--- src/rtccfg_pkg.sv ---
package rtccfg_pkg;
  localparam logic [7:0] ADDR_CONFIG = 8'h00_A1;
  localparam logic [7:0] ADDR_FRACTION = 8'h00_A2;
  localparam logic [7:0] ADDR_SECOND = 8'h00_A3;
  localparam logic [7:0] ADDR_MINUTE = 8'h00_A4;
  localparam logic [7:0] ADDR_HOUR = 8'h00_A5;
  localparam logic [7:0] ADDR_TARGET = 8'h00_A6;
  localparam logic [7:0] ADDR_KEY = 8'h00_C1;
  localparam logic [7:0] ADDR_PIN_IRQ = 8'h00_FF;
  localparam logic [7:0] UNLOCK_VALUE = 8'h00_EA;
  localparam int BIT_MIDNIGHT = 7;
  localparam int BIT_DAY_LEN = 6;
  localparam int BIT_BASE_HI = 5;
  localparam int BIT_BASE_LO = 4;
  localparam int BIT_SINGLE = 3;
  localparam int BIT_ALARM = 2;
  localparam int BIT_ENABLE = 1;
  localparam int BIT_KEEP1 = 0;
  localparam logic [7:0] CONFIG_RESET = 8'h00_01;
  localparam logic [7:0] ZERO8 = 8'h00_00;
  localparam logic [7:0] FRACTION_LAST = 8'h00_7F;
  localparam logic [7:0] SIXTY_LAST = 8'h00_3B;
  localparam logic [7:0] HOUR_LAST_24 = 8'h00_17;
  localparam logic [7:0] HOUR_LAST_256 = 8'h00_FF;
  localparam int TICK_HZ = 128;
  localparam int CLK_HZ = 200_000_000;
  localparam int TICK_CYCLES = CLK_HZ / TICK_HZ;
  typedef enum logic [1:0] {
    RTCCFG_BASE_FRACTION = 2'b00,
    RTCCFG_BASE_SECOND = 2'b01,
    RTCCFG_BASE_MINUTE = 2'b10,
    RTCCFG_BASE_HOUR = 2'b11
  } rtccfg_base_t;
endpackage

--- src/rtccfg_wrap_counter.sv ---
`timescale 1ns/1ps
module rtccfg_wrap_counter
  import rtccfg_pkg::*;
#(
  parameter int WIDTH = 8
) (
  input wire logic ref_clk,
  input wire logic por_n,
  input wire logic clk_en,
  input wire logic step,
  input wire logic [WIDTH-1:0] last,
  input wire logic load,
  input wire logic [WIDTH-1:0] load_data,
  output logic [WIDTH-1:0] count,
  output logic wrap
);
  logic [WIDTH-1:0] next_count;

  assign wrap = step && (count == last);
  assign next_count = load ? load_data : wrap ? '0 : step ? count + 1'b1 : count;

  always_ff @(posedge ref_clk) begin
    if (!por_n) begin
      count <= '0;
    end else if (clk_en) begin
      count <= next_count;
    end
  end
endmodule

--- src/rtccfg_top.sv ---
`timescale 1ns/1ps
module rtccfg_top
  import rtccfg_pkg::*;
#(
  parameter int TICK_DIV = TICK_CYCLES
) (
  input wire logic ref_clk,
  input wire logic rst_n,
  input wire logic clk_en,
  input wire logic [7:0] sfr_addr,
  input wire logic sfr_wr,
  input wire logic sfr_rd,
  input wire logic [7:0] sfr_wdata,
  output logic [7:0] sfr_rdata,
  output logic sfr_hit,
  input wire logic midnight_wake,
  output logic deep_saving_block,
  output logic rtc_irq,
  output logic [7:0] pin_irq_config
);
  // ---------------------------------------------------------------
  // decode
  // ---------------------------------------------------------------
  logic [7:0] cfg;
  logic [7:0] key;
  logic [7:0] target;
  logic [7:0] ivl_count;
  logic [7:0] frac_c;
  logic [7:0] sec_c;
  logic [7:0] min_c;
  logic [7:0] hour_c;
  logic [31:0] pre_cnt;
  logic wake_pending;
  logic tick;
  logic frac_wrap;
  logic sec_wrap;
  logic min_wrap;
  logic hour_wrap;
  logic unlocked;
  logic wr_cfg;
  logic wr_key;
  logic wr_target;
  logic wr_pin;
  logic wr_frac;
  logic wr_sec;
  logic wr_min;
  logic wr_hour;
  logic base_step;
  logic ivl_match;
  logic ivl_run;
  logic [7:0] hour_last;
  logic [7:0] next_cfg;
  logic [7:0] next_ivl;
  logic [7:0] next_rdata;
  logic [31:0] next_pre;
  rtccfg_base_t base_sel;

  function automatic logic addr_is(input logic [7:0] a, input logic [7:0] ref_a);
    return a == ref_a;
  endfunction

  assign unlocked = (key == UNLOCK_VALUE);
  assign wr_cfg = sfr_wr && addr_is(sfr_addr, ADDR_CONFIG);
  assign wr_key = sfr_wr && addr_is(sfr_addr, ADDR_KEY);
  assign wr_target = sfr_wr && addr_is(sfr_addr, ADDR_TARGET);
  assign wr_pin = sfr_wr && unlocked && addr_is(sfr_addr, ADDR_PIN_IRQ);
  assign wr_frac = sfr_wr && unlocked && addr_is(sfr_addr, ADDR_FRACTION);
  assign wr_sec = sfr_wr && unlocked && addr_is(sfr_addr, ADDR_SECOND);
  assign wr_min = sfr_wr && unlocked && addr_is(sfr_addr, ADDR_MINUTE);
  assign wr_hour = sfr_wr && unlocked && addr_is(sfr_addr, ADDR_HOUR);

  // ---------------------------------------------------------------
  // 1/128 s prescaler and time counters
  // ---------------------------------------------------------------
  assign tick = (pre_cnt == 32'(TICK_DIV - 1));
  assign next_pre = tick ? '0 : pre_cnt + 32'd1;
  assign hour_last = cfg[BIT_DAY_LEN] ? HOUR_LAST_24 : HOUR_LAST_256;

  always_ff @(posedge ref_clk) begin
    if (!rst_n) begin
      pre_cnt <= '0;
    end else if (clk_en) begin
      pre_cnt <= next_pre;
    end
  end

  rtccfg_wrap_counter #(.WIDTH(8)) u_frac (
    .ref_clk(ref_clk),
    .por_n(rst_n),
    .clk_en(clk_en),
    .step(tick),
    .last(FRACTION_LAST),
    .load(wr_frac),
    .load_data(sfr_wdata),
    .count(frac_c),
    .wrap(frac_wrap)
  );

  rtccfg_wrap_counter #(.WIDTH(8)) u_sec (
    .ref_clk(ref_clk),
    .por_n(rst_n),
    .clk_en(clk_en),
    .step(frac_wrap),
    .last(SIXTY_LAST),
    .load(wr_sec),
    .load_data(sfr_wdata),
    .count(sec_c),
    .wrap(sec_wrap)
  );

  rtccfg_wrap_counter #(.WIDTH(8)) u_min (
    .ref_clk(ref_clk),
    .por_n(rst_n),
    .clk_en(clk_en),
    .step(sec_wrap),
    .last(SIXTY_LAST),
    .load(wr_min),
    .load_data(sfr_wdata),
    .count(min_c),
    .wrap(min_wrap)
  );

  rtccfg_wrap_counter #(.WIDTH(8)) u_hour (
    .ref_clk(ref_clk),
    .por_n(rst_n),
    .clk_en(clk_en),
    .step(min_wrap),
    .last(hour_last),
    .load(wr_hour),
    .load_data(sfr_wdata),
    .count(hour_c),
    .wrap(hour_wrap)
  );

  // ---------------------------------------------------------------
  // interval timer
  // ---------------------------------------------------------------
  assign base_sel = rtccfg_base_t'(cfg[BIT_BASE_HI:BIT_BASE_LO]);
  assign base_step = (base_sel == RTCCFG_BASE_FRACTION) ? tick :
                     (base_sel == RTCCFG_BASE_SECOND) ? frac_wrap :
                     (base_sel == RTCCFG_BASE_MINUTE) ? sec_wrap : min_wrap;
  assign ivl_run = cfg[BIT_ENABLE] && (ivl_count != target || !cfg[BIT_SINGLE]);
  assign ivl_match = ivl_run && base_step && (ivl_count + 8'd1 == target);
  // single-shot parks at the target; repeating restarts from zero
  assign next_ivl = !cfg[BIT_ENABLE] ? ZERO8 :
                    ivl_match ? (cfg[BIT_SINGLE] ? target : ZERO8) :
                    (ivl_run && base_step) ? ivl_count + 8'd1 : ivl_count;

  always_ff @(posedge ref_clk) begin
    if (!rst_n) begin
      ivl_count <= ZERO8;
    end else if (clk_en) begin
      ivl_count <= next_ivl;
    end
  end

  // ---------------------------------------------------------------
  // configuration register and flags
  // ---------------------------------------------------------------
  always_comb begin
    next_cfg = cfg;
    if (wr_cfg) begin
      next_cfg[BIT_DAY_LEN] = sfr_wdata[BIT_DAY_LEN];
      next_cfg[BIT_BASE_HI] = sfr_wdata[BIT_BASE_HI];
      next_cfg[BIT_BASE_LO] = sfr_wdata[BIT_BASE_LO];
      next_cfg[BIT_SINGLE] = sfr_wdata[BIT_SINGLE];
      next_cfg[BIT_ENABLE] = sfr_wdata[BIT_ENABLE];
      next_cfg[BIT_KEEP1] = sfr_wdata[BIT_KEEP1];
      next_cfg[BIT_MIDNIGHT] = cfg[BIT_MIDNIGHT] & sfr_wdata[BIT_MIDNIGHT];
      next_cfg[BIT_ALARM] = cfg[BIT_ALARM] & sfr_wdata[BIT_ALARM];
    end
    // hardware set wins over a clear in the same cycle
    if (hour_wrap) begin
      next_cfg[BIT_MIDNIGHT] = 1'b1;
    end
    if (ivl_match) begin
      next_cfg[BIT_ALARM] = 1'b1;
    end
  end

  // rst_n is the power-on reset; other resets never reach this block
  always_ff @(posedge ref_clk) begin
    if (!rst_n) begin
      cfg <= CONFIG_RESET;
      key <= ZERO8;
      target <= ZERO8;
      pin_irq_config <= ZERO8;
      wake_pending <= 1'b0;
    end else if (clk_en) begin
      cfg <= next_cfg;
      if (wr_key) begin
        key <= sfr_wdata;
      end
      if (wr_target) begin
        target <= sfr_wdata;
      end
      if (wr_pin) begin
        pin_irq_config <= sfr_wdata;
      end
      if (midnight_wake && next_cfg[BIT_MIDNIGHT]) begin
        wake_pending <= 1'b1;
      end else if (!next_cfg[BIT_MIDNIGHT]) begin
        wake_pending <= 1'b0;
      end
    end
  end

  assign deep_saving_block = wake_pending && cfg[BIT_MIDNIGHT];
  assign rtc_irq = cfg[BIT_MIDNIGHT] || cfg[BIT_ALARM];

  // ---------------------------------------------------------------
  // read path
  // ---------------------------------------------------------------
  assign sfr_hit = addr_is(sfr_addr, ADDR_CONFIG) || addr_is(sfr_addr, ADDR_FRACTION) ||
                   addr_is(sfr_addr, ADDR_SECOND) || addr_is(sfr_addr, ADDR_MINUTE) ||
                   addr_is(sfr_addr, ADDR_HOUR) || addr_is(sfr_addr, ADDR_TARGET) ||
                   addr_is(sfr_addr, ADDR_KEY) || addr_is(sfr_addr, ADDR_PIN_IRQ);
  assign next_rdata = addr_is(sfr_addr, ADDR_CONFIG) ? cfg :
                      addr_is(sfr_addr, ADDR_FRACTION) ? frac_c :
                      addr_is(sfr_addr, ADDR_SECOND) ? sec_c :
                      addr_is(sfr_addr, ADDR_MINUTE) ? min_c :
                      addr_is(sfr_addr, ADDR_HOUR) ? hour_c :
                      addr_is(sfr_addr, ADDR_TARGET) ? target :
                      addr_is(sfr_addr, ADDR_KEY) ? key :
                      addr_is(sfr_addr, ADDR_PIN_IRQ) ? pin_irq_config : ZERO8;

  always_ff @(posedge ref_clk) begin
    if (!rst_n) begin
      sfr_rdata <= ZERO8;
    end else if (clk_en && sfr_rd) begin
      sfr_rdata <= next_rdata;
    end
  end
endmodule

--- config.mk ---
export PLATFORM = sky130hd
export DESIGN_NAME = rtccfg_top
export DESIGN_NICKNAME = d
export VERILOG_FILES = /design/src/rtccfg_pkg.sv /design/src/rtccfg_wrap_counter.sv /design/src/rtccfg_top.sv
export SDC_FILE = /design/constraint.sdc
export NUM_CORES = 1
export LEC_CHECK = 0
export BUFFER_PORTS_ARGS = -buffer_cell sky130_fd_sc_hd__buf_4
export CORE_ASPECT_RATIO = 1.4
export CORE_UTILIZATION = 45
export DETAILED_ROUTE_END_ITERATION = 10
export PLACE_DENSITY = 0.69
export SLEW_MARGIN = 0
export SYNTH_ARGS = -nofsm -noshare
export SYNTH_HDL_FRONTEND = slang
export SYNTH_HIERARCHICAL = 1
export SYNTH_SLANG_ARGS = --single-unit
--- constraint.sdc ---
create_clock -name ref_clk -period 4.1 [get_ports ref_clk]
set_input_delay 0.82 -clock ref_clk [delete_from_list [all_inputs] [get_ports ref_clk]]
set_output_delay 0.82 -clock ref_clk [all_outputs]
set_load 0.03 [all_outputs]
==> flow_metrics.py, run 1 <==
metrics = {
    "layout": {
        "drive_gt1_frac": 0.153,
        "multi_input_area_um2": 4600,
        "final_nets": 921,
        "nFillCells": 1416,
        "diodes": 0,
        "layout.area.seq_um2": 2260,
        "syn_to_final_growth_pct": 16.3,
    },
    "setup_path": {
        "cpMaxStageDelayCell": "or4_1",
        "crit_path_cell_trace": "or4_1 -> or3_4 -> nor4_4 -> nand2_2 -> nor3_4 -> nand2_1 -> nor3_4 -> nand2_1 -> nor3_4 -> mux2i_1 -> a21oi_2 -> o21ai_2 -> o211a_1 -> a221o_1",
        "path_delay_family": "simple AND/OR/NAND/NOR gates",
        "critPathLaunchType": "register",
        "crit_type": "register to register",
        "end_kind": "register",
        "crit_fanout": 8,
        "cp.buffers_inverters": 0,
        "required_ps": 4410,
        "cpMostUsedCell": "nor3_4",
        "max_stage_delay_ps": 510,
        "worstPathArrival_ps": 4040,
    },
    "place": {
        "gp_congestion": 0.931,
        "dpl.hpwl_mm": 14.2,
        "portBuffers": 40,
    },
    "timing": {
        "slew_viol_final": 0,
        "tightest_slew_ps": 810,
        "relSlewSlack": 0.457,
        "setup_tns_ps": 0,
        "fin_worst_skew_ps": 10.5,
        "rsz0062_at_grt": "no",
        "post-route-min-period_ps": 3720,
        "setup_viol": 0,
        "period_share": 0.908,
        "fmax_mhz": 269,
        "timing.hold.ws_ps": 463,
        "hold_viol_final": 0,
    },
    "global_route": {
        "grt_pass1_wl_mm": 32.2,
        "grt_usage": 0.259,
        "grt_max_degree": 38,
        "gr-total-overflow": 0,
        "grt_pass1_vias": 6327,
        "antenna_found_initial": 0,
    },
    "die": {
        "die_h_um": 150,
        "die_w_um": 108,
        "rows": 53,
        "die_area_um2": 16200,
        "core_um2": 15200,
        "io_pins": 41,
        "start_util": 0.464,
    },
    "synth": {
        "synth-async-reset-ratio": 0,
        "yosysMostFrequentCell": "dfxtp_1",
        "yosys.area_share.simple": 0.232,
        "synth_top_family_by_area": "simple AND/OR/NAND/NOR gates",
        "synthXorXnorAreaFrac": 0.111,
        "ys_seq_area_frac": 0.321,
        "synthMuxAreaShare": 0.0660,
        "synth_compound_area_frac": 0.215,
        "synth.cell_area_um2": 7050,
        "synth_edf_count": 0,
        "yosys_warnings": 6,
        "synth_area_leaders": "dfxtp_1, xnor2_1, nor2_1, mux2i_1, xor2_1",
        "yosysUniqueCellTypes": 78,
        "ys_ff_latch": 113,
        "yosysTopAreaCell": "dfxtp_1",
        "synth_common_cells": "dfxtp_1, nor2_1, nand2_1",
        "synthAdderAreaFrac": 0.0106,
        "synthCells": 830,
        "synth_flop_cell": "dfxtp_1",
        "synth_area_per_cell_um2": 8.50,
        "synth_top_area_share": 0.321,
    },
    "cts": {
        "cts_buffers": 17,
        "cts.sinks": 113,
        "clockBufferDepth": 2,
        "htreeDepth": 4,
        "clock_latency_ps": 430,
        "clk_pin_slew_ps": 60,
        "cts_tree": "done",
        "ctsRootBufferMaster": "clkbuf_16",
    },
    "pwr": {
        "p_total_mw": 2.74,
        "power.density_nw_per_um2": 335,
        "peakVddDrop_uv": 301,
        "leakage_nw": 3.03,
    },
    "drt": {
        "drc": 0,
        "wl_mm": 20.1,
        "drt-pass1-iter-count": 6,
        "drt-initial-drc-count": 830,
        "drtAntennaViolNets": 0,
        "vias": 6563,
        "wl_per_cell_um": 18.3,
        "vias_per_cell": 5.98,
    },
    "job": {
        "max-cap-violations": 0,
    },
    "worst_hold_path": {
        "hold_class": "register to register",
    },
    "status": {
        "status": "complete, no violations",
    },
}
layer usage:
metal,global-route usage,wire (um),vias up
met1,0.287,7940,3068
met4,0.162,985,0
met2,0.451,10100,233
met3,0.0511,1050,74
met5,0,0,-
li1,-,-,3188
cell usage in the layout, fill, tap and decap left out, types with 28 or more instances in the layout:
cell	instances
o21ai_0	31
nand3_1	31
conb_1	28
xnor2_1	51
mux2i_1	33
nor2_1	95
nand2_1	63
a21oi_1	46
xor2_1	31
dfxtp_1	113
buf_4	56
tightest hold or removal path: stages, from the launching register on:
cell,delay (ps)
dfxtp_1,320
a21oi_1,40
nor2_1,70
timing repair:
action | CTS | global route
resized for setup | 0 | 2
endpoints found under the setup margin | 0 | 6
setup buffers | 0 | 0
hold buffers | 0 | 0
state kept, by name (all words and copies together) (netlist names):
| name | cells |
|---|---|
| sfr_rdata | 8 |
| pin_irq_config | 8 |
| u_min/count | 8 |
| u_hour/count | 8 |
| wake_pending | 1 |
| u_frac/count | 8 |
| ivl_count | 8 |
| target | 8 |
| pre_cnt | 32 |
| cfg | 8 |
| u_sec/count | 8 |
| key | 8 |
per-stage QoR:
stage	std cells	worst slack, ps	area, um^2	util
after floorplan	856	41.6	7160	-
after global placement	1066	295	7590	0.500
after detailed placement	1066	244	7590	0.500
after CTS	1098	227	8190	0.539
after global routing	1098	85.9	8200	0.540
final	1098	377	8200	0.540
report_power, final:
part	total [mW]	internal, mW	switching (mW)
Combinational	0.147	0.0496	0.0977
Sequential	1.11	1.10	0.00407
Clock	1.49	0.916	0.574
final timing paths:
| kind | end | cells after the start | from | slack, ps |
|---|---|---|---|---|
| max | ivl_count[6] | 14 | pre_cnt[22] | 380 |
| min | wake_pending | 2 | wake_pending | 460 |
| max reg2reg | ivl_count[6] | 14 | pre_cnt[22] | 380 |
| min reg2reg | wake_pending | 2 | wake_pending | 460 |
cell families after synthesis:
family,count (synthesis)
multiplexers,45
adder cells (fa/ha/maj),6
AO/OA/AOI/OAI,213
other,2
buffers and inverters,60
AND/OR/NAND/NOR,305
XOR/XNOR,86
flip-flops,113
layout make-up:
cell class | instances | share of cell area
Clock inverter | 14 | 0.0189
Inverter | 22 | 0.0101
Tap cell | 192 | 0.0293
Multi-Input combinational cell | 683 | 0.561
Clock buffer | 18 | 0.0536
Sequential cell | 113 | 0.276
Timing Repair Buffer | 56 | 0.0513
(Power assumes the default switching activity.)
==> run 2: changes to the inputs <==
--- a/config.mk
+++ b/config.mk
@@ -5,7 +5,7 @@
 export SDC_FILE = /design/constraint.sdc
 export NUM_CORES = 1
 export LEC_CHECK = 0
-export BUFFER_PORTS_ARGS = -buffer_cell sky130_fd_sc_hd__buf_4
+export BUFFER_PORTS_ARGS = -buffer_cell sky130_fd_sc_hd__buf_2
 export CORE_ASPECT_RATIO = 1.4
 export CORE_UTILIZATION = 45
 export DETAILED_ROUTE_END_ITERATION = 10
==> run 2 against run 1 <==
  * Final cell count unchanged
  * Fmax decreased by 3.7%
  * Via count grew 1.6%
  * Largest cell class unchanged
  * Global-route usage down 0.28 points
  * Non-clock buffer count increased by 1
  * First-iteration DRC count fell by 8.8%
  * Register-to-register slack lost 140 ps
  * Worst setup slack worse by 140 ps
  * Utilization down 0.45 points
  * Die area stayed put
==> flow_metrics.py, run 2 (synthesis results as in run 1) <==
metrics = {
    "status": {
        "status": "complete, no violations",
    },
    "timing": {
        "post-route-min-period_ps": 3860,
        "setup_tns_ps": 0,
        "fin_worst_skew_ps": 9.02,
        "tightest_slew_ps": 811,
        "setup_viol": 0,
        "period_share": 0.942,
        "rsz0062_at_grt": "no",
        "hold_viol_final": 0,
        "slew_viol_final": 0,
        "fmax_mhz": 259,
        "relSlewSlack": 0.457,
    },
    "layout": {
        "stdcell_count": 1098,
        "top_register": "pre_cnt",
        "final_nets": 922,
        "largest_reg_flops": 32,
        "nFillCells": 1379,
        "final_common_cell": "dfxtp_1",
        "multi_input_area_um2": 4600,
        "diodes": 0,
        "layout.area.seq_um2": 2260,
        "syn_to_final_growth_pct": 15.3,
        "drive_gt1_frac": 0.152,
        "final_cell_mix": "dfxtp_1, nor2_1, nand2_1",
    },
    "pwr": {
        "cell_internal_pwr_mw": 2.15,
        "p_switching_uw": 642,
        "leakage_nw": 3.03,
        "combPwrFrac": 0.051,
        "switching_share": 0.230,
        "power.density_nw_per_um2": 344,
        "p_clk_frac": 0.553,
        "seq_power_share": 0.396,
        "peakVddDrop_uv": 291,
    },
    "job": {
        "max-cap-violations": 0,
    },
    "die": {
        "die_w_um": 108,
        "die_h_um": 150,
        "rows": 53,
        "core_um2": 15200,
        "io_pins": 41,
        "die_area_um2": 16200,
        "start_util": 0.464,
    },
    "global_route": {
        "grt_max_degree": 37,
        "top_usage_layer": "met2",
        "use_met3": 0.0459,
        "gr-total-overflow": 0,
        "grt_pass1_wl_mm": 31.7,
        "grt_pass1_vias": 6172,
        "grt_usage": 0.257,
        "grt_use_met1": 0.283,
        "use_met2": 0.447,
        "antenna_found_initial": 0,
    },
    "setup_path": {
        "cp.buffers_inverters": 0,
        "cpMaxStageDelayCell": "or4_1",
        "path_delay_family": "simple AND/OR/NAND/NOR gates",
        "end_kind": "register",
        "rrSetupSlack_ps": 240,
        "crit_fanout": 8,
        "crit_type": "register to register",
        "critPathLaunchType": "register",
        "required_ps": 4400,
        "crit_path_cell_trace": "or4_1 -> or3_4 -> nor4_4 -> nand2_1 -> nor3_4 -> nand2_1 -> nor3_4 -> nand2_1 -> nor3_4 -> mux2i_1 -> a21oi_2 -> o21ai_2 -> o211a_1 -> a221o_1",
        "max_stage_delay_ps": 520,
        "worstPathArrival_ps": 4170,
    },
    "cts": {
        "ctsRootBufferMaster": "clkbuf_16",
        "clockBufferDepth": 2,
        "cts_setup_buffers": 0,
        "cts_tree": "done",
        "cts.sinks": 113,
        "htreeDepth": 4,
        "clk_pin_slew_ps": 60,
        "cts_buffers": 17,
        "clock_latency_ps": 420,
    },
    "drt": {
        "vias": 6671,
        "drc": 0,
        "wl_mm": 20.2,
        "vias_per_cell": 6.08,
        "drt-pass1-iter-count": 9,
        "drtAntennaViolNets": 0,
        "drt-initial-drc-count": 757,
        "wl_per_cell_um": 18.4,
    },
    "place": {
        "dp.cells": 1067,
        "gp_congestion": 0.948,
        "dpl.hpwl_mm": 14.3,
        "portBuffers": 40,
    },
    "worst_hold_path": {
        "hold_class": "register to register",
    },
}
-- run 2: worst reg2reg max path, delay by kind of cell (launching register included) --
family,cells,cell delay (ps)
AO/OA/AOI/OAI,4,1050
multiplexers,1,110
flip-flops,1,350
AND/OR/NAND/NOR,9,2230
-- run 2: metrics by stage --
stage / total power [mW] / hold slack (ps) / util / setup WS [ps] / area (um^2)
6_report: 2.79 / 457 / 0.535 / 236 / 8130
5_1_grt: 2.87 / 481 / 0.535 / 6.02 / 8130
4_1_cts: 2.81 / 457 / 0.535 / 197 / 8120
3_5_place_dp: 1.27 / 450 / 0.494 / 205 / 7500
3_3_place_gp: 1.27 / 438 / 0.494 / 278 / 7500
2_1_floorplan: 1.21 / 429 / - / 41.6 / 7160
-- run 2: area by class of cell --
type / instances / area share
Tap cell: 192 / 0.0295
Inverter: 22 / 0.0102
Clock buffer: 20 / 0.0574
Clock inverter: 11 / 0.0189
Multi-Input combinational cell: 683 / 0.565
Timing Repair Buffer: 57 / 0.0403
Sequential cell: 113 / 0.278
-- run 2: final timing paths --
path,startpoint,end,cells after the start
max reg2reg,pre_cnt[22],ivl_count[6],14
min,cfg[6],cfg[6],2
max,pre_cnt[22],ivl_count[6],14
min reg2reg,cfg[6],cfg[6],2
-- run 2: what timing repair did --
item	in CTS	in global routing
hold buffers	0	0
setup endpoints to repair	0	6
resized for setup	0	1
-- run 2: routing by layer --
layer,vias to the layer above,part of all wire,wire [um]
met1,3159,0.39,7930
met2,240,0.50,10200
met3,77,0.054,1080
met4,0,0.052,1050
li1,3195,-,-
met5,-,0,0
-- run 2: power groups by stage --
stage / combinational, mW / sequential [mW] / clock (mW)
3_5_place_dp: 0.137 / 1.13 / 0
4_1_cts: 0.138 / 1.11 / 1.56
5_1_grt: 0.152 / 1.11 / 1.61
3_3_place_gp: 0.137 / 1.13 / 0
6_report: 0.141 / 1.11 / 1.54
2_1_floorplan: 0.0782 / 1.13 / 0
